$ cat config.mk
export PLATFORM = sky130hd
export DESIGN_NAME = dsrx_front_end
export DESIGN_NICKNAME = d
export VERILOG_FILES = /design/src/dsrx_pkg.sv /design/src/dsrx_dpll.sv /design/src/dsrx_front_end.sv
export SDC_FILE = /design/constraint.sdc
export NUM_CORES = 1
export LEC_CHECK = 0
export ABC_CLOCK_PERIOD_IN_PS = 9400
export BUFFER_PORTS_ARGS = -buffer_cell sky130_fd_sc_hd__buf_2
export CORE_ASPECT_RATIO = 0.5
export CORE_MARGIN = 10
export CORE_UTILIZATION = 64
export DETAILED_ROUTE_END_ITERATION = 6
export PLACE_DENSITY = 0.85
export SETUP_SLACK_MARGIN = 0.02
export SYNTH_ARGS = -nofsm -noshare
export SYNTH_HDL_FRONTEND = slang
export SYNTH_SLANG_ARGS = --single-unit
$ cat constraint.sdc
create_clock -name clk -period 9.4 [get_ports clk]
set_input_delay 0.94 -clock clk [delete_from_list [all_inputs] [get_ports clk]]
set_output_delay 0.94 -clock clk [all_outputs]
set_load 0.01 [all_outputs]
$ cat src/dsrx_pkg.sv
// Shared constants, register map and carrier types of the DS-1 receive front end.
package dsrx_pkg;

  // Timing: system clock and nominal DS-1 bit period.
  localparam int unsigned CLK_PERIOD_PS = 4000;
  localparam int unsigned BIT_PERIOD_PS = 647668;
  localparam logic [7:0] BIT_CYCLES = 8'(BIT_PERIOD_PS / CLK_PERIOD_PS);
  localparam logic [7:0] BIT_HALF = 8'(BIT_PERIOD_PS / CLK_PERIOD_PS / 2);

  // Loss of signal after this many empty bit periods (176).
  localparam logic [7:0] LOS_BITS = 8'hb0;

  // Phase correction shifts of the two recovery algorithms.
  localparam logic [2:0] SHIFT_NARROW = 3'h3;
  localparam logic [2:0] SHIFT_WIDE = 3'h1;

  // Register offsets.
  localparam logic [7:0] ADDR_CONFIG = 8'h40;
  localparam logic [7:0] ADDR_IRQ_STATUS = 8'h41;
  localparam logic [7:0] ADDR_IRQ_CLEAR = 8'h42;
  localparam logic [7:0] ADDR_IRQ_ENABLE = 8'h43;
  localparam logic [7:0] ADDR_LINE_STATUS = 8'h44;
  localparam logic [7:0] ADDR_SLICER = 8'h5d;

  // Field positions.
  localparam int CFG_WIDTH = 5;
  localparam int SLC_SQ_EN_BIT = 0;
  localparam int SLC_SQ_BIT = 7;
  localparam int IRQ_WIDTH = 4;
  localparam int IRQ_SQ = 0;
  localparam int IRQ_LOS_SET = 1;
  localparam int IRQ_LOS_CLR = 2;
  localparam int IRQ_LCV = 3;
  localparam int LST_LOS_BIT = 0;
  localparam int LST_SQ_BIT = 1;
  localparam int LST_ANALOG_BIT = 2;

  // Reset values.
  localparam logic [4:0] CFG_RESET = 5'h00;
  localparam logic [3:0] IRQ_RESET = 4'h0;

  // Positions of the asynchronous inputs in the synchroniser vector.
  localparam int ASY_WIDTH = 7;
  localparam int ASY_RCLK = 0;
  localparam int ASY_PIN_POS = 1;
  localparam int ASY_PIN_NEG = 2;
  localparam int ASY_SLC_POS = 3;
  localparam int ASY_SLC_NEG = 4;
  localparam int ASY_SQUELCH = 5;
  localparam int ASY_ANALOG = 6;

  // B8ZS window length in bits.
  localparam int WIN_BITS = 8;

  typedef enum logic [1:0] {
    MODE_DUAL_RZ = 2'h0,
    MODE_DUAL_NRZ = 2'h1,
    MODE_SINGLE = 2'h3
  } dsrx_mode_type;

  typedef struct packed {
    logic algoSel;
    logic b8zsEn;
    logic fallEdge;
    logic [1:0] mode;
  } dsrx_cfg_type;

  typedef struct packed {
    logic pos;
    logic neg;
    logic viol;
  } dsrx_sym_type;

endpackage : dsrx_pkg

$ cat src/dsrx_dpll.sv
// Digital phase-locked loop that regenerates the bit clock from RZ line pulses.
`timescale 1ns/1ns
`default_nettype none
module dsrx_dpll (
  input wire logic clk,
  input wire logic resetn,
  input wire logic pulseIn,
  input wire logic algoSel,
  output logic bitStrobe
);

  logic [7:0] phase_q;
  logic [7:0] phase_d;
  logic [8:0] advSum;
  logic [7:0] lateBy;
  logic [7:0] earlyBy;
  logic [2:0] shift;

  // A pulse is expected at phase zero; the bit is closed half a period later.
  assign shift = algoSel ? dsrx_pkg::SHIFT_WIDE : dsrx_pkg::SHIFT_NARROW;
  assign lateBy = phase_q >> shift;
  assign earlyBy = (dsrx_pkg::BIT_CYCLES - phase_q) >> shift;
  assign advSum = {1'b0, phase_q} + {1'b0, earlyBy} + 9'h001;

  // The narrow step filters high-frequency jitter; the wide step follows fast jitter.
  always_comb begin
    phase_d = (phase_q == dsrx_pkg::BIT_CYCLES - 8'h01) ? 8'h00 : phase_q + 8'h01;
    if (pulseIn) begin
      if (phase_q < dsrx_pkg::BIT_HALF) begin
        phase_d = phase_q - lateBy + 8'h01;
      end else if (advSum >= {1'b0, dsrx_pkg::BIT_CYCLES}) begin
        phase_d = 8'(advSum - {1'b0, dsrx_pkg::BIT_CYCLES});
      end else begin
        phase_d = advSum[7:0];
      end
    end
  end

  always_ff @(posedge clk) begin
    if (!resetn) begin
      phase_q <= 8'h00;
      bitStrobe <= 1'b0;
    end else begin
      phase_q <= phase_d;
      bitStrobe <= (phase_q == dsrx_pkg::BIT_HALF);
    end
  end

endmodule : dsrx_dpll
`default_nettype wire

$ cat src/dsrx_front_end.sv
// DS-1 receive front end: input selection, clock recovery, B8ZS, violations, loss of signal.
`timescale 1ns/1ns
`default_nettype none

// How it works
// Dual-rail pins take positive/negative, RZ or NRZ.
// Dual-rail NRZ sampled on chosen input clock edge.
// Single-rail takes data and violation on chosen edge.
// Analog path drives sliced pulses out on pins.
// Without analog supply, RZ pulses enter on pins.
// Squelch blocks slicing and shows squelch status bit.
// Every squelch status change may interrupt.
// Phase-locked loop regenerates clock, data leaves NRZ.
// Block decodes B8ZS, finds violations and signal loss.
// Loss declared after 176 empty bit periods.
// One line pulse clears loss of signal.
// Loss and return of signal may interrupt.
// AMI: every bipolar violation is a code violation.
// B8ZS: only violations outside substitutions count.
// Select bit picks first or second recovery algorithm.
// Pattern 000VB0VB becomes eight zeros.
module dsrx_front_end (
  input wire logic clk,
  input wire logic resetn,
  input wire logic [7:0] regAddr,
  input wire logic [7:0] regWrData,
  input wire logic regWrite,
  input wire logic regRead,
  output logic [7:0] regRdData,
  input wire logic rxInputClock,
  input wire logic rxPosRailIn,
  output logic slicedPosOut,
  output logic slicedPosOeN,
  input wire logic rxNegRailIn,
  output logic slicedNegOut,
  output logic slicedNegOeN,
  input wire logic slicerPosIn,
  input wire logic slicerNegIn,
  input wire logic squelchIn,
  input wire logic rxAnalogSupply,
  output logic rxDataOut,
  output logic rxBitStrobe,
  output logic lcvOut,
  output logic losOut,
  output logic irqOut
);

  localparam int W = dsrx_pkg::WIN_BITS;

  // Input synchronisers; the first stage is read by the second only.
  logic [dsrx_pkg::ASY_WIDTH-1:0] asyncIn;
  logic [dsrx_pkg::ASY_WIDTH-1:0] syncA_q;
  logic [dsrx_pkg::ASY_WIDTH-1:0] syncB_q;
  logic rclkPrev_q;
  logic posPrev_q;
  logic negPrev_q;

  // Registers.
  logic [dsrx_pkg::CFG_WIDTH-1:0] cfgReg_q;
  logic [dsrx_pkg::IRQ_WIDTH-1:0] irqEn_q;
  logic [dsrx_pkg::IRQ_WIDTH-1:0] irqStat_q;
  logic [dsrx_pkg::IRQ_WIDTH-1:0] irqStat_d;
  logic [dsrx_pkg::IRQ_WIDTH-1:0] irqEvents;
  logic [dsrx_pkg::IRQ_WIDTH-1:0] irqClear;
  dsrx_pkg::dsrx_cfg_type cfg;

  // Line state.
  logic analogMode_q;
  logic squelchPrev_q;
  logic pendPos_q;
  logic pendNeg_q;
  logic lastPol_q;
  logic havePrev_q;
  logic refPol_q;
  logic haveRef_q;
  logic [W-1:0] rawPos_q;
  logic [W-1:0] rawNeg_q;
  logic [W-1:0] dat_q;
  logic [W-1:0] vio_q;
  logic [7:0] losCount_q;
  logic los_q;

  // Combinational terms.
  logic squelchActive;
  logic posLevel;
  logic negLevel;
  logic posPulse;
  logic negPulse;
  logic rclkRise;
  logic rclkFall;
  logic sampleEdge;
  logic singleMode;
  logic rzMode;
  logic dpllStrobe;
  logic symStrobe;
  logic symMark;
  logic bpv;
  logic lineActivity;
  dsrx_pkg::dsrx_sym_type symIn;
  logic [W-1:0] nextPos;
  logic [W-1:0] nextNeg;
  logic leavingMark;
  logic refPolNext;
  logic haveRefNext;
  logic [W-1:0] polP;
  logic [W-1:0] polN;
  logic [W-1:0] isZero;
  logic substMatch;
  logic losSet;
  logic losClr;
  logic selConfig;
  logic selStatus;
  logic selClear;
  logic selEnable;
  logic selLine;
  logic selSlicer;
  logic [7:0] rdMux;

  assign cfg = dsrx_pkg::dsrx_cfg_type'(cfgReg_q);

  assign asyncIn[dsrx_pkg::ASY_RCLK] = rxInputClock;
  assign asyncIn[dsrx_pkg::ASY_PIN_POS] = rxPosRailIn;
  assign asyncIn[dsrx_pkg::ASY_PIN_NEG] = rxNegRailIn;
  assign asyncIn[dsrx_pkg::ASY_SLC_POS] = slicerPosIn;
  assign asyncIn[dsrx_pkg::ASY_SLC_NEG] = slicerNegIn;
  assign asyncIn[dsrx_pkg::ASY_SQUELCH] = squelchIn;
  assign asyncIn[dsrx_pkg::ASY_ANALOG] = rxAnalogSupply;

  always_ff @(posedge clk) begin
    if (!resetn) begin
      syncA_q <= '0;
      syncB_q <= '0;
    end else begin
      syncA_q <= asyncIn;
      syncB_q <= syncA_q;
    end
  end

  // Input selection. Analog mode always feeds RZ pulses from the slicer.
  assign squelchActive = analogMode_q & syncB_q[dsrx_pkg::ASY_SQUELCH];
  assign singleMode = ~analogMode_q && (cfg.mode == dsrx_pkg::MODE_SINGLE);
  assign rzMode = analogMode_q || (cfg.mode == dsrx_pkg::MODE_DUAL_RZ)
                  || (cfg.mode == 2'h2);
  assign posLevel = analogMode_q
                  ? (syncB_q[dsrx_pkg::ASY_SLC_POS] & ~squelchActive)
                  : syncB_q[dsrx_pkg::ASY_PIN_POS];
  assign negLevel = analogMode_q
                  ? (syncB_q[dsrx_pkg::ASY_SLC_NEG] & ~squelchActive)
                  : syncB_q[dsrx_pkg::ASY_PIN_NEG];
  assign posPulse = rzMode & posLevel & ~posPrev_q;
  assign negPulse = rzMode & negLevel & ~negPrev_q;

  // Edge choice on the receive input clock for NRZ and single-rail sampling.
  assign rclkRise = syncB_q[dsrx_pkg::ASY_RCLK] & ~rclkPrev_q;
  assign rclkFall = ~syncB_q[dsrx_pkg::ASY_RCLK] & rclkPrev_q;
  assign sampleEdge = cfg.fallEdge ? rclkFall : rclkRise; // see R02

  dsrx_dpll u_dpll (
    .clk(clk),
    .resetn(resetn),
    .pulseIn(posPulse | negPulse),
    .algoSel(cfg.algoSel),
    .bitStrobe(dpllStrobe)
  );

  // One symbol per bit period; a pulse landing on the strobe belongs to that bit.
  assign symStrobe = rzMode ? dpllStrobe : sampleEdge;
  assign symIn.pos = rzMode ? (pendPos_q | posPulse) : posLevel;
  assign symIn.neg = singleMode ? 1'b0 : (rzMode ? (pendNeg_q | negPulse) : negLevel);
  assign symMark = symIn.pos | symIn.neg;
  // A mark of the same polarity as the previous one, or on both rails, is a violation.
  assign bpv = (symIn.pos & symIn.neg)
             | (symMark & havePrev_q & (symIn.pos == lastPol_q));
  assign symIn.viol = singleMode ? negLevel : bpv;

  // B8ZS window: index 0 is the oldest bit, new bits enter at the top.
  assign nextPos = {symIn.pos, rawPos_q[W-1:1]};
  assign nextNeg = {symIn.neg, rawNeg_q[W-1:1]};
  assign leavingMark = rawPos_q[0] | rawNeg_q[0];
  assign refPolNext = leavingMark ? rawPos_q[0] : refPol_q;
  assign haveRefNext = haveRef_q | leavingMark;

  genvar i;
  generate
    for (i = 0; i < W; i++) begin : g_win
      assign isZero[i] = ~nextPos[i] & ~nextNeg[i];
      assign polP[i] = refPolNext ? (nextPos[i] & ~nextNeg[i]) : (nextNeg[i] & ~nextPos[i]);
      assign polN[i] = refPolNext ? (nextNeg[i] & ~nextPos[i]) : (nextPos[i] & ~nextNeg[i]);
    end
  endgenerate

  // Zeros, violation, bipolar mark, zero, violation, bipolar mark.
  assign substMatch = cfg.b8zsEn & ~singleMode & haveRefNext & symStrobe
                    & isZero[0] & isZero[1] & isZero[2] & polP[3] & polN[4]
                    & isZero[5] & polN[6] & polP[7];

  always_ff @(posedge clk) begin
    if (!resetn) begin
      rawPos_q <= '0;
      rawNeg_q <= '0;
      dat_q <= '0;
      vio_q <= '0;
      refPol_q <= 1'b0;
      haveRef_q <= 1'b0;
    end else if (symStrobe) begin
      rawPos_q <= nextPos;
      rawNeg_q <= nextNeg;
      refPol_q <= refPolNext;
      haveRef_q <= haveRefNext;
      if (substMatch) begin
        dat_q <= '0;
        vio_q <= '0;
      end else begin
        dat_q <= {symMark, dat_q[W-1:1]};
        vio_q <= {symIn.viol, vio_q[W-1:1]};
      end
    end
  end

  // Pending marks and polarity memory for violation checks.
  always_ff @(posedge clk) begin
    if (!resetn) begin
      pendPos_q <= 1'b0;
      pendNeg_q <= 1'b0;
      lastPol_q <= 1'b0;
      havePrev_q <= 1'b0;
    end else begin
      pendPos_q <= symStrobe ? 1'b0 : (pendPos_q | posPulse);
      pendNeg_q <= symStrobe ? 1'b0 : (pendNeg_q | negPulse);
      if (symStrobe && symMark && !singleMode) begin
        lastPol_q <= symIn.pos;
        havePrev_q <= 1'b1;
      end
    end
  end

  // Recovered NRZ output, delayed by the window length.
  always_ff @(posedge clk) begin
    if (!resetn) begin
      rxDataOut <= 1'b0;
      rxBitStrobe <= 1'b0;
      lcvOut <= 1'b0;
    end else begin
      rxBitStrobe <= symStrobe;
      lcvOut <= symStrobe & vio_q[0]; // see R13
      if (symStrobe) begin
        rxDataOut <= dat_q[0];
      end
    end
  end

  // Loss of signal. Activity wins over counting so one pulse always clears it.
  assign lineActivity = rzMode ? (posPulse | negPulse) : (sampleEdge & (posLevel | negLevel));
  assign losSet = ~lineActivity & symStrobe & ~los_q
                & (losCount_q == dsrx_pkg::LOS_BITS - 8'h01);
  assign losClr = lineActivity & los_q;

  always_ff @(posedge clk) begin
    if (!resetn) begin
      losCount_q <= 8'h00;
      los_q <= 1'b0;
    end else if (lineActivity) begin
      losCount_q <= 8'h00;
      los_q <= 1'b0;
    end else if (symStrobe && losCount_q != dsrx_pkg::LOS_BITS) begin
      losCount_q <= losCount_q + 8'h01;
      if (losSet) begin
        los_q <= 1'b1;
      end
    end
  end

  assign losOut = los_q;

  // Pin direction and slicer outputs; analog mode turns the shared pins around.
  always_ff @(posedge clk) begin
    if (!resetn) begin
      analogMode_q <= 1'b0;
      posPrev_q <= 1'b0;
      negPrev_q <= 1'b0;
      rclkPrev_q <= 1'b0;
      squelchPrev_q <= 1'b0;
      slicedPosOut <= 1'b0;
      slicedNegOut <= 1'b0;
      slicedPosOeN <= 1'b1;
      slicedNegOeN <= 1'b1;
    end else begin
      analogMode_q <= syncB_q[dsrx_pkg::ASY_ANALOG];
      posPrev_q <= posLevel;
      negPrev_q <= negLevel;
      rclkPrev_q <= syncB_q[dsrx_pkg::ASY_RCLK];
      squelchPrev_q <= squelchActive;
      slicedPosOut <= analogMode_q & posLevel;
      slicedNegOut <= analogMode_q & negLevel;
      slicedPosOeN <= ~analogMode_q;
      slicedNegOeN <= ~analogMode_q;
    end
  end

  // Register decode.
  assign selConfig = regAddr == dsrx_pkg::ADDR_CONFIG;
  assign selStatus = regAddr == dsrx_pkg::ADDR_IRQ_STATUS;
  assign selClear = regAddr == dsrx_pkg::ADDR_IRQ_CLEAR;
  assign selEnable = regAddr == dsrx_pkg::ADDR_IRQ_ENABLE;
  assign selLine = regAddr == dsrx_pkg::ADDR_LINE_STATUS;
  assign selSlicer = regAddr == dsrx_pkg::ADDR_SLICER;

  // Interrupt events; a set in the same cycle as a clear is kept.
  assign irqEvents[dsrx_pkg::IRQ_SQ] = squelchActive ^ squelchPrev_q;
  assign irqEvents[dsrx_pkg::IRQ_LOS_SET] = losSet;
  assign irqEvents[dsrx_pkg::IRQ_LOS_CLR] = losClr;
  assign irqEvents[dsrx_pkg::IRQ_LCV] = symStrobe & vio_q[0];
  assign irqClear = (regWrite && selClear) ? regWrData[dsrx_pkg::IRQ_WIDTH-1:0] : '0;
  assign irqStat_d = (irqStat_q & ~irqClear) | irqEvents;

  always_ff @(posedge clk) begin
    if (!resetn) begin
      cfgReg_q <= dsrx_pkg::CFG_RESET;
      irqEn_q <= dsrx_pkg::IRQ_RESET;
      irqStat_q <= dsrx_pkg::IRQ_RESET;
      irqOut <= 1'b0;
    end else begin
      irqStat_q <= irqStat_d;
      irqOut <= |(irqStat_d & irqEn_q);
      if (regWrite && selConfig) begin
        cfgReg_q <= regWrData[dsrx_pkg::CFG_WIDTH-1:0];
      end
      if (regWrite && selEnable) begin
        irqEn_q <= regWrData[dsrx_pkg::IRQ_WIDTH-1:0];
      end else if (regWrite && selSlicer) begin
        irqEn_q[dsrx_pkg::IRQ_SQ] <= regWrData[dsrx_pkg::SLC_SQ_EN_BIT];
      end
    end
  end

  // Read data stand one cycle after the strobe; unmapped and write-only read zero.
  always_comb begin
    rdMux = 8'h00;
    if (selConfig) begin
      rdMux[dsrx_pkg::CFG_WIDTH-1:0] = cfgReg_q;
    end else if (selStatus) begin
      rdMux[dsrx_pkg::IRQ_WIDTH-1:0] = irqStat_q;
    end else if (selEnable) begin
      rdMux[dsrx_pkg::IRQ_WIDTH-1:0] = irqEn_q;
    end else if (selLine) begin
      rdMux[dsrx_pkg::LST_LOS_BIT] = los_q;
      rdMux[dsrx_pkg::LST_SQ_BIT] = squelchActive;
      rdMux[dsrx_pkg::LST_ANALOG_BIT] = analogMode_q;
    end else if (selSlicer) begin
      rdMux[dsrx_pkg::SLC_SQ_EN_BIT] = irqEn_q[dsrx_pkg::IRQ_SQ];
      rdMux[dsrx_pkg::SLC_SQ_BIT] = squelchActive;
    end
  end

  always_ff @(posedge clk) begin
    if (!resetn) begin
      regRdData <= 8'h00;
    end else begin
      regRdData <= regRead ? rdMux : 8'h00;
    end
  end

endmodule : dsrx_front_end
`default_nettype wire

======== Yosys cells after proc, flatten, opt, wreduce, memory -nomap -nowiden ========
Cells that the tools add are included.
operators by class
  add/sub/neg operators ................... 8
  muxes and demuxes ....................... 31
  shift-type cells ........................ 2
  bitwise operators ....................... 84
  reduce and logical (&&, ||, !) cells .... 20
  magnitude comparators ................... 2
  eq/ne operators ......................... 13
operator list
  kind                                                        count
  == test 8 x 7 -> 1 bit, second input constant               7
  2-to-1 mux 8 bit                                            6
  AND 1 bit                                                   43
  inverter 1 bit                                              28
  adder 8 x 1 -> 8 bit, second input constant                 3
  2-to-1 mux 1 bit                                            19
  == test 8 bit, second input constant                        2
  >> shifter 8 x 3 -> 8 bit                                   2
  2-to-1 mux 4 bit                                            3
  adder 8 x 8 -> 9 bit                                        1
  adder 9 x 1 -> 9 bit, second input constant                 1
  >= comparator 9 x 8 -> 1 bit, second input constant         1
  AND 4 bit                                                   2
  logical AND 1 bit                                           8
  less-than comparator 8 x 7 -> 1 bit, second input constant  1
  inequality test 8 bit, second input constant                1
  bitwise OR 1 bit                                            8
  subtractor 8 bit                                            1
  subtractor 8 bit, first input constant                      1
  subtractor 8 bit, second input constant                     1
  OR reduction 7 bit                                          1
  == test 2 bit, second input constant                        2
  2-to-1 mux 2 bit                                            2
  inverter 4 bit                                              1
  other kinds (12)                                            15
word-level totals
  bits in registers ....................... 103
  word-level logic and storage cells ...... 196
  output and inout port bits .............. 17

======== Longest topological paths before layout ========
Gate-level depths: netlist (run 1).
  word-level depth ........................ 15
  mapped depth ............................ 17
  depth with buffers taken out ............ 15

======== Cells and area by module ========
Synthesis (run 1) repeated with hierarchy kept, for this count alone.
unflattened totals
  cells, all modules ...................... 612
  area total of the unflattened synthesis .. 5416.4 um^2
modules (own cells, without submodules)
  module          cells an instance  sequential area each (um^2)  times used  area an instance (um^2)
  dsrx_front_end  385                1841.8                       1           3647.2
  dsrx_dpll       227                180.2                        1           1769.2

======== Worst setup path after synthesis (run 1) ========
OpenSTA, ideal clock, no wires.
  kind .................................... register to register
  start point ............................. register u_dpll.phase_q[2]
  end point ............................... register u_dpll.phase_q[1]
  period minus slack after synthesis ...... 3.566 ns
  path slack .............................. 5.834 ns
  data required time ...................... 9.280 ns
  data arrival time ....................... 3.446 ns
  cell stages (with the launch flop) ...... 18
  buffers on the path ..................... 2
  path through ............................ dfxtp_1 clkbuf_1 inv_1 ha_1 nor3b_1 nor2b_1 nor3_1 a21oi_1 o221ai_1 ha_1 a21o_1 a221o_1 nor3_1 a21oi_2 a311oi_2 buf_6 nor4b_2 a211o_1
between the ends
  longest elaborated chain between the ends .. 8
  elaborated cells on any way between the ends .. 15
  those cells by class .................... 6 x add/sub; 2 x order compare; 1 x eq/ne; 2 x shift; 4 x mux
ends and longest elaborated chain
  what                                                              RTL line                          text
  start: declaration                                                dsrx_dpll.sv:12                   logic [7:0] phase_q;
  start signal: assignment                                          dsrx_dpll.sv:44                   phase_q <= phase_d;
  subtractor 8 bit                                                  dsrx_dpll.sv:22                   assign earlyBy = (dsrx_pkg::BIT_CYCLES - phase_q) >> shift;
  >> shifter 8 x 3 -> 8 bit                                         dsrx_dpll.sv:22
  adder 8 x 8 -> 9 bit                                              dsrx_dpll.sv:23                   assign advSum = {1'b0, phase_q} + {1'b0, earlyBy} + 9'h001;
  adder 9 x 1 -> 9 bit                                              dsrx_dpll.sv:23
  subtractor 8 bit or >= comparator 9 x 8 -> 1 bit (tied branches)  dsrx_dpll.sv:32, dsrx_dpll.sv:31
  2-to-1 mux 8 bit                                                  dsrx_dpll.sv:31                   end else if (advSum >= {1'b0, dsrx_pkg::BIT_CYCLES}) begin
  2-to-1 mux 8 bit                                                  dsrx_dpll.sv:29                   if (phase_q < dsrx_pkg::BIT_HALF) begin
  2-to-1 mux 8 bit (*)                                              dsrx_dpll.sv:28                   if (pulseIn) begin
Every way passes the cells marked *; elsewhere a longest branch is shown, timed or not.
A chain may end at the register's enable or synchronous reset.

======== Worst setup path after layout (run 1) ========
  start point ............................. register u_dpll.phase_q[1]
  end point ............................... register u_dpll.phase_q[1]
The elaborated chain is that of the path after synthesis.

==> results of run 1 <==
## Yosys cell counts, drive strengths merged (10+ instances only)
library cell	number
a22o	14
nor3	13
ha	28
nor2	46
nand4	10
clkbuf	22
o21ai	23
inv	23
nand3	14
xor2	18
a21oi	52
nand2	86
and2	21
dfxtp	101
## where the power goes
| group | leakage [nW] | total (mW) | switching, mW | internal, mW |
|---|---|---|---|---|
| Clock | 0.150 | 0.376 | 0.165 | 0.211 |
| Sequential | 0.818 | 0.475 | 0.0346 | 0.441 |
| Combinational | 1.32 | 0.473 | 0.276 | 0.197 |
## area by class of cell
| cell class | instances | area, um^2 | share of cell area |
|---|---|---|---|
| Multi-Input combinational cell | 466 | 2990 | 0.519 |
| Inverter | 23 | 86.3 | 0.0150 |
| Timing Repair Buffer | 41 | 213 | 0.0370 |
| Tap cell | 112 | 140 | 0.0244 |
| Clock inverter | 6 | 76.3 | 0.0133 |
| Clock buffer | 10 | 229 | 0.0398 |
| Sequential cell | 101 | 2020 | 0.351 |
## worst min path at each step
stage                   endpoint  slack, ns  cells past startpoint
global placement      syncB_q[3]       0.41                      1
finish                syncB_q[2]       0.43                      1
detailed placement    syncB_q[6]       0.42                      1
global route          syncB_q[2]       0.45                      1
CTS                   syncB_q[2]       0.43                      1
floorplan           analogMode_q       0.41                      1
## per-stage QoR
stage | instance area, um^2 | util
final | 5750 | 0.722
after global routing | 5750 | 0.722
after CTS | 5750 | 0.722
after detailed placement | 5450 | 0.683
after global placement | 5450 | 0.683
after floorplan | 5240 | -
## cells by family after synthesis
| family | Yosys count | share of synthesized area |
|---|---|---|
| and+or+nand+nor | 250 | 0.239 |
| AOI/OAI and AO/OA | 146 | 0.187 |
| DFF | 101 | 0.386 |
| buffers and inverters | 54 | 0.0437 |
| adders and majority gates | 30 | 0.0746 |
| xor gates and xnor gates | 27 | 0.0466 |
| muxes | 11 | 0.0215 |
| other | 1 | 0.000717 |
## registers in the layout, summed over array words and instances, names as in the netlist, 4 cells and up
signal          cells
irqStat_q           4
u_dpll.phase_q      8
vio_q               8
rawNeg_q            8
regRdData           6
irqEn_q             4
rawPos_q            8
syncB_q             7
cfg                 5
syncA_q             7
dat_q               8
losCount_q          8
## routing by layer
layer  track usage  part of all wire
met1         0.220              0.43
met2         0.329              0.49
met3        0.0390             0.062
met4        0.0626             0.019
met5             0                 0
==> metrics.csv, run 1 <==
metric,value,unit
Initial DRC Count,356,
r2r setup slk,4.92,ns
worst-skew pair later-pin latency,0.34,ns
CTS Buf Count,9,
worst hold slack,0.430,ns
initial antenna violation count,0,
Synth Cell Area,0.00523,mm^2
Final Net Count,699,
asr flop ratio synth,0,
Rows,23,
Syn. warnings,0,
Max-slew headroom,0.405,
register bit total from synthesis,101,
Max Root-Sink Buffers,2,
dpl cells,743,
peak fanout along the critical path,11,
cell taking the most area after synthesis,dfxtp_1,
Setup Slack @ Placement,5.02,ns
core area,0.00797,mm^2
global placer's final weighted congestion,0.881,
fin. max-slew vios,0,
critical path launch point type,register,
min-delay worst type,reg2reg,
sequential cell area fraction in the yosys report,0.386,
count of boundary I/O pins,44,
initial core utilization,0.657,
Tcrit/Tclk final,0.477,
CP top delay family,compound AO/OA/AOI/OAI gates,
most frequent cells in the layout,"dfxtp_1, nand2_1, a21oi_1",
RSZ-0062 raised after global routing,no,
area grow syn2layout,9.92,%
"EDFF count, synth",0,
pwr dens,230,mW/mm^2
Max Clk Rate,0.223,GHz
crit path time final,4.48,ns
ANT nets after route,0,
die area,0.0124,mm^2
WP data arrival,4.72,ns
Via density,5.84,
Pleak,2.28,nW
Port Buffers,38,
"non-filler cells, final",759,
crit path capture,u_dpll.phase_q[1],
top-area cell type share of the netlist area,0.386,
H-tree levels,3,
R2R Path End,u_dpll.phase_q[1],
layout cells sized above 1,0.110,
CTS tree,yes,
PnR worst setup slack,4.92,ns
reg2reg start,u_dpll.phase_q[1],
dominant cells by area after synthesis,"dfxtp_1, ha_1, nand2_1, a21oi_1, nor2_1",
nature of the critical path endpoint,register,
skew final,0.00633,ns
clock sinks,101,
hold path start,syncA_q[2],
CP Launch Point,u_dpll.phase_q[1],
count of cell types in the netlist,71,
first-pass GRT wire length,19700,um
Die X-Extent,148,um
endpoints failing setup,0,
CP Data Required Time,9.63,ns
Global Route Usage Sum,0.187,
total power,1.33,mW
syn avg cell area,8.44,um^2
number of gates resized after cts,0,
DR WL/cell,15.2,um
clock-pin slew on the worst setup and hold paths,0.07,ns
number of max-cap violations,0,
Synth Flop Type,dfxtp_1,
CP max stage delay,0.74,ns
First-pass DRT Iterations,5,
root cell of the clock tree,clkbuf_16,
largest net degree at the start of global routing,44,
antenna cells,0,
Crit path depth,15,
Setup Total Neg Slack,0,ns
DPL Wire Length,8140,um
Worst-Margin Slew,0.889,ns
Post-CTS Setup Bufs,0,
vias,4436,
cts hold-fix bufs,0,
Crit-path slowest cell,a311oi_2,
final WL,11500,um
"Worst Path Class, Setup",reg2reg,
Die H,83.9,um
residual DRC count,0,
fillcell total,631,
WP buf/inv,1,
vias in the first global route,4190,
total grt overflow,0,
maximum VDD drop,0.152,mV
"most common cell after layout, fill and taps aside",dfxtp_1,
worst-path cell chain,inv_1 -> ha_1 -> nor3b_1 -> nor2b_1 -> nor3_1 -> a21oi_1 -> o221ai_1 -> ha_1 -> a21o_1 -> a221o_1 -> nor3_1 -> a21oi_2 -> a311oi_2 -> nor4b_2 -> a211o_1,
Cells after Synth,620,
status,"finished, final reports clean",
FF-to-FF path depth,15,
final hold vios,0,
Power figures use the tool's default switching activity.
==> inputs of run 2 (changes only) <==
- ABC_AREA: not set -> 1
- ABC_CLOCK_PERIOD_IN_PS: 9400 -> 3800
- CORE_UTILIZATION: 64 -> 54
- PLACE_DENSITY: 0.85 -> 0.76
- clock period: 9.4 -> 3.8 ns (I/O delays scaled with it)
==> metrics.csv, run 2 <==
metric,value,unit
status,"finished, final reports clean",
Global Route Usage Sum,0.157,
most frequent cells in the layout,"nand2_1, inv_1, dfxtp_1",
asr flop ratio synth,0,
crit path capture,u_dpll.phase_q[4],
maximum VDD drop,0.432,mV
count of cell types in the netlist,47,
worst-path cell chain,inv_1 -> ha_1 -> xor2_1 -> o21ai_0 -> inv_1 -> ha_1 -> inv_1 -> fa_1 -> or2_1 -> nand2_2 -> inv_2 -> nor2_2 -> nand3_2 -> nand2_1 -> nand2_2 -> nand2_2 -> nand3_4 -> nand2_1 -> nand2_1 -> nand2_1 -> nand2_1 -> nand2_1 -> a21oi_1,
syn avg cell area,7.20,um^2
Final Net Count,844,
area grow syn2layout,11.0,%
DR WL/cell,12.1,um
WP data arrival,3.46,ns
Crit-path slowest cell,fa_1,
crit path time final,3.25,ns
FF-to-FF path depth,23,
worst-skew pair later-pin latency,0.34,ns
Synth Flop Type,dfxtp_1,
pwr dens,674,mW/mm^2
Die X-Extent,161,um
layout cells sized above 1,0.136,
Max Clk Rate,0.307,GHz
Initial DRC Count,337,
Rows,25,
Max-slew headroom,0.511,
Via density,5.12,
CP top delay family,simple AND/OR/NAND/NOR gates,
Cells after Synth,748,
First-pass DRT Iterations,5,
R2R Path End,u_dpll.phase_q[4],
initial core utilization,0.563,
Post-CTS Setup Bufs,0,
initial antenna violation count,0,
Max Root-Sink Buffers,2,
residual DRC count,0,
Worst-Margin Slew,0.733,ns
skew final,0.00585,ns
most frequent cell after synthesis,nand2_1,
vias in the first global route,4421,
Tcrit/Tclk final,0.856,
sequential cell area fraction in the yosys report,0.375,
H-tree levels,3,
Crit path depth,23,
reg2reg start,u_dpll.phase_q[1],
Setup Total Neg Slack,0,ns
largest net degree at the start of global routing,28,
Syn. warnings,0,
RSZ-0062 raised after global routing,no,
number of gates resized after cts,0,
cell mode on critical path,nand2_1,
Port Buffers,38,
"most common cell after layout, fill and taps aside",nand2_1,
global placer's final weighted congestion,0.875,
ANT nets after route,0,
nature of the critical path endpoint,register,
vias,4750,
number of max-cap violations,0,
register bit total from synthesis,101,
fin. max-slew vios,0,
cell taking the most area after synthesis,dfxtp_1,
worst hold slack,0.214,ns
CTS tree,yes,
dpl cells,911,
total power,4.03,mW
final WL,11200,um
root cell of the clock tree,clkbuf_16,
CP Launch Point,u_dpll.phase_q[1],
clock-pin slew on the worst setup and hold paths,0.07,ns
Synth Cell Area,0.00539,mm^2
total grt overflow,0,
peak fanout along the critical path,13,
CP max stage delay,0.40,ns
CP Data Required Time,4.01,ns
Synth top cells by count,"nand2_1, inv_1, dfxtp_1, nor2_1, a21oi_1",
core area,0.00957,mm^2
Pleak,2.75,nW
first-pass GRT wire length,19700,um
"non-filler cells, final",927,
r2r setup slk,0.55,ns
Die H,90.6,um
final hold vios,0,
dominant cells by area after synthesis,"dfxtp_1, nand2_1, inv_1, ha_1, a21oi_1",
cts hold-fix bufs,0,
antenna cells,0,
top-area cell type share of the netlist area,0.375,
"EDFF count, synth",0,
endpoints failing setup,0,
clock sinks,101,
CTS Buf Count,9,
count of boundary I/O pins,44,
"Worst Path Class, Setup",reg2reg,
die area,0.0146,mm^2
WP buf/inv,4,
min-delay worst type,in2reg,
DPL Wire Length,8420,um
critical path launch point type,register,
## run 2: cell type report
cell class	count	area (um^2)
fillers	891	3590
multi-input cells	507	2800
clock inverters	5	36.3
clock buffers	11	243
inverters	122	458
well taps	135	169
flip-flops and latches	101	2020
repair buffers	46	250
## run 2: worst min path at each step
stage | startpoint | to | slack, ns | cells past startpoint
after floorplan | syncB_q[6] | analogMode_q | 0.39 | 2
after global placement | syncA_q[5] | syncB_q[5] | 0.39 | 2
after detailed placement | syncA_q[0] | syncB_q[0] | 0.40 | 2
after CTS | slicerPosIn | syncA_q[3] | 0.21 | 3
after global routing | rxAnalogSupply | syncA_q[6] | 0.21 | 3
final | slicerPosIn | syncA_q[3] | 0.21 | 3
## run 2: cells by family (layout without fill, tap and decap cells)
kind of cell / after synthesis / after routing / synth area share
AND/OR/NAND/NOR: 334 / 334 / 0.277
buffers and inverters: 141 / 184 / 0.105
AO/OA/AOI/OAI: 126 / 126 / 0.145
flip-flops: 101 / 101 / 0.375
adder cells (fa/ha/maj): 30 / 30 / 0.0724
XOR/XNOR: 15 / 15 / 0.0244
other: 1 / 2 / 0.000696
## run 2: per-stage QoR
stage / worst slack [ns] / utilization / area, um^2
4_1_cts: 0.543 / 0.625 / 5980
5_1_grt: 0.122 / 0.625 / 5980
3_5_place_dp: 0.579 / 0.596 / 5700
3_3_place_gp: 0.613 / 0.596 / 5700
6_report: 0.548 / 0.625 / 5980
2_1_floorplan: 0.755 / - / 5390
## run 2: tightest hold or removal path, delay by kind of cell
| kind | cells | cell delay [ns] |
|---|---|---|
| buffers and inverters | 2 | 0.11 |
| AND/OR/NAND/NOR | 1 | 0.04 |
## run 2: per-layer routing
layer  wire, um  track usage  vias to the layer above
li1           -            -                     2477
met1       5360        0.194                     2169
met2       5360        0.265                       98
met3        442       0.0396                        6
met4         76       0.0422                        0
met5          0            0                        -
## run 2: power breakdown
group / internal, mW / switching (mW) / total (mW) / leakage [nW]
logic: 0.777 / 1.25 / 2.03 / 1.81
registers: 1.10 / 0.0519 / 1.15 / 0.818
clock network: 0.462 / 0.387 / 0.848 / 0.128
total: 2.34 / 1.69 / 4.03 / 2.75
==> inputs of run 3 (changes only) <==
- BUFFER_PORTS_ARGS: -buffer_cell sky130_fd_sc_hd__buf_2 -> -buffer_cell sky130_fd_sc_hd__buf_4
==> metrics.csv, run 3 (synthesized netlist as in run 2, its figures left out) <==
metric,value,unit
status,"finished, final reports clean",
met3 usage,0.0396,
"Design Area, Final",0.00612,mm^2
first-pass GRT wire length,19700,um
Die H,90.6,um
residual DRC count,0,
min-delay worst type,in2reg,
Hold Path Sink,syncA_q[2],
CP top delay family,simple AND/OR/NAND/NOR gates,
First-pass DRT Iterations,5,
hold path start,rxNegRailIn,
peak fanout along the critical path,13,
Pleak,2.80,nW
DPL Wire Length,8580,um
cell mode on critical path,nand2_1,
DR WL/cell,12.3,um
"Cell Area, Placed",0.00579,mm^2
Reg area,0.00202,mm^2
cts hold-fix bufs,0,
pwr dens,685,mW/mm^2
antenna cells,0,
Hold Path Cell Cnt,3,
critical path launch point type,register,
Die X-Extent,161,um
vias in the first global route,4359,
count of boundary I/O pins,44,
worst-skew pair later-pin latency,0.34,ns
Max-slew headroom,0.526,
clock-pin slew on the worst setup and hold paths,0.06,ns
final WL,11400,um
multi-input combinational cell area,0.00280,mm^2
worst-path cell chain,inv_1 -> ha_1 -> xor2_1 -> o21ai_0 -> inv_1 -> ha_1 -> inv_1 -> fa_1 -> or2_1 -> nand2_2 -> inv_2 -> nor2_2 -> nand3_2 -> nand2_1 -> nand2_2 -> nand2_2 -> nand3_4 -> nand2_1 -> nand2_1 -> nand2_1 -> nand2_1 -> nand2_1 -> a21oi_1,
core area,0.00957,mm^2
Setup Total Neg Slack,0,ns
global placer's final weighted congestion,0.910,
die area,0.0146,mm^2
layout cells sized above 1,0.135,
reg2reg start,u_dpll.phase_q[1],
Post-CTS Setup Bufs,0,
WP buf/inv,4,
number of max-cap violations,0,
most frequent cells in the layout,"nand2_1, inv_1, dfxtp_1",
skew final,0.00420,ns
FF-to-FF path depth,23,
Port Buffers,38,
largest net degree at the start of global routing,28,
CTS Buf Count,9,
area grow syn2layout,13.5,%
RSZ-0062 raised after global routing,no,
initial core utilization,0.563,
clock sinks,101,
maximum VDD drop,0.530,mV
crit path time final,3.32,ns
endpoints failing setup,0,
initial antenna violation count,0,
r2r setup slk,0.48,ns
CP max stage delay,0.40,ns
fillcell total,871,
root cell of the clock tree,clkbuf_16,
"most common cell after layout, fill and taps aside",nand2_1,
WP data arrival,3.53,ns
Tcrit/Tclk final,0.874,
number of gates resized after cts,0,
CP Data Required Time,4.01,ns
Worst-Margin Slew,0.711,ns
ANT nets after route,0,
Max Clk Rate,0.301,GHz
vias,4671,
GR Layer Usage met1,0.188,
GR Util met2,0.269,
total grt overflow,0,
Via density,5.04,
final hold vios,0,
Crit-path slowest cell,fa_1,
fin. max-slew vios,0,
grt peak-use layer,met2,
Initial DRC Count,245,
Rows,25,
Max Root-Sink Buffers,2,
R2R Path End,u_dpll.phase_q[4],
Final Net Count,843,
H-tree levels,3,
"Worst Path Class, Setup",reg2reg,
nature of the critical path endpoint,register,
Global Route Usage Sum,0.158,
CTS tree,yes,
==> run 3: worst max path at each step <==
stage | start | to | cells past startpoint | slack (ns)
after CTS | u_dpll.phase_q[1] | u_dpll.phase_q[4] | 23 | 0.51
after floorplan | u_dpll.phase_q[1] | u_dpll.phase_q[3] | 22 | 0.76
after detailed placement | u_dpll.phase_q[1] | u_dpll.phase_q[3] | 21 | 0.54
final | u_dpll.phase_q[1] | u_dpll.phase_q[4] | 23 | 0.48
after global placement | u_dpll.phase_q[1] | u_dpll.phase_q[4] | 23 | 0.60
after global routing | u_dpll.phase_q[2] | u_dpll.phase_q[4] | 21 | 0.08
==> run 3: stage by stage <==
stage | hold slack [ns] | util | worst slack, ns | cells | power (mW)
after floorplan | 0.390 | - | 0.755 | 749 | 2.79
after global placement | 0.393 | 0.605 | 0.600 | 910 | 3.16
after detailed placement | 0.399 | 0.605 | 0.536 | 910 | 3.21
after CTS | 0.204 | 0.639 | 0.510 | 926 | 4.20
after global routing | 0.216 | 0.639 | 0.0827 | 926 | 4.59
final | 0.212 | 0.639 | 0.479 | 926 | 4.19
==> run 3: metal layers <==
metal	up-vias	wire [um]
met2	73	5360
met3	15	494
li1	2475	-
met5	-	0
met4	0	195
met1	2108	5340
==> run 3: tightest hold or removal path: cells and delay by family <==
family	cells	cell delay, ns
buffers and inverters	2	0.11
and+or+nand+nor	1	0.04
==> run 3: cell type report <==
cell class | count | share of cell area
clock buffer | 12 | 0.0419
clock inverter | 4 | 0.0115
inverter | 122 | 0.0749
multi-input combinational | 507 | 0.458
sequential | 101 | 0.331
tap | 135 | 0.0276
timing repair buffer | 45 | 0.0552
==> run 3: where the power goes <==
part	switching [mW]	total (mW)	internal, mW
Combinational	1.27	2.05	0.786
Clock	0.372	0.982	0.610
Sequential	0.0529	1.15	1.10
Total	1.69	4.19	2.50
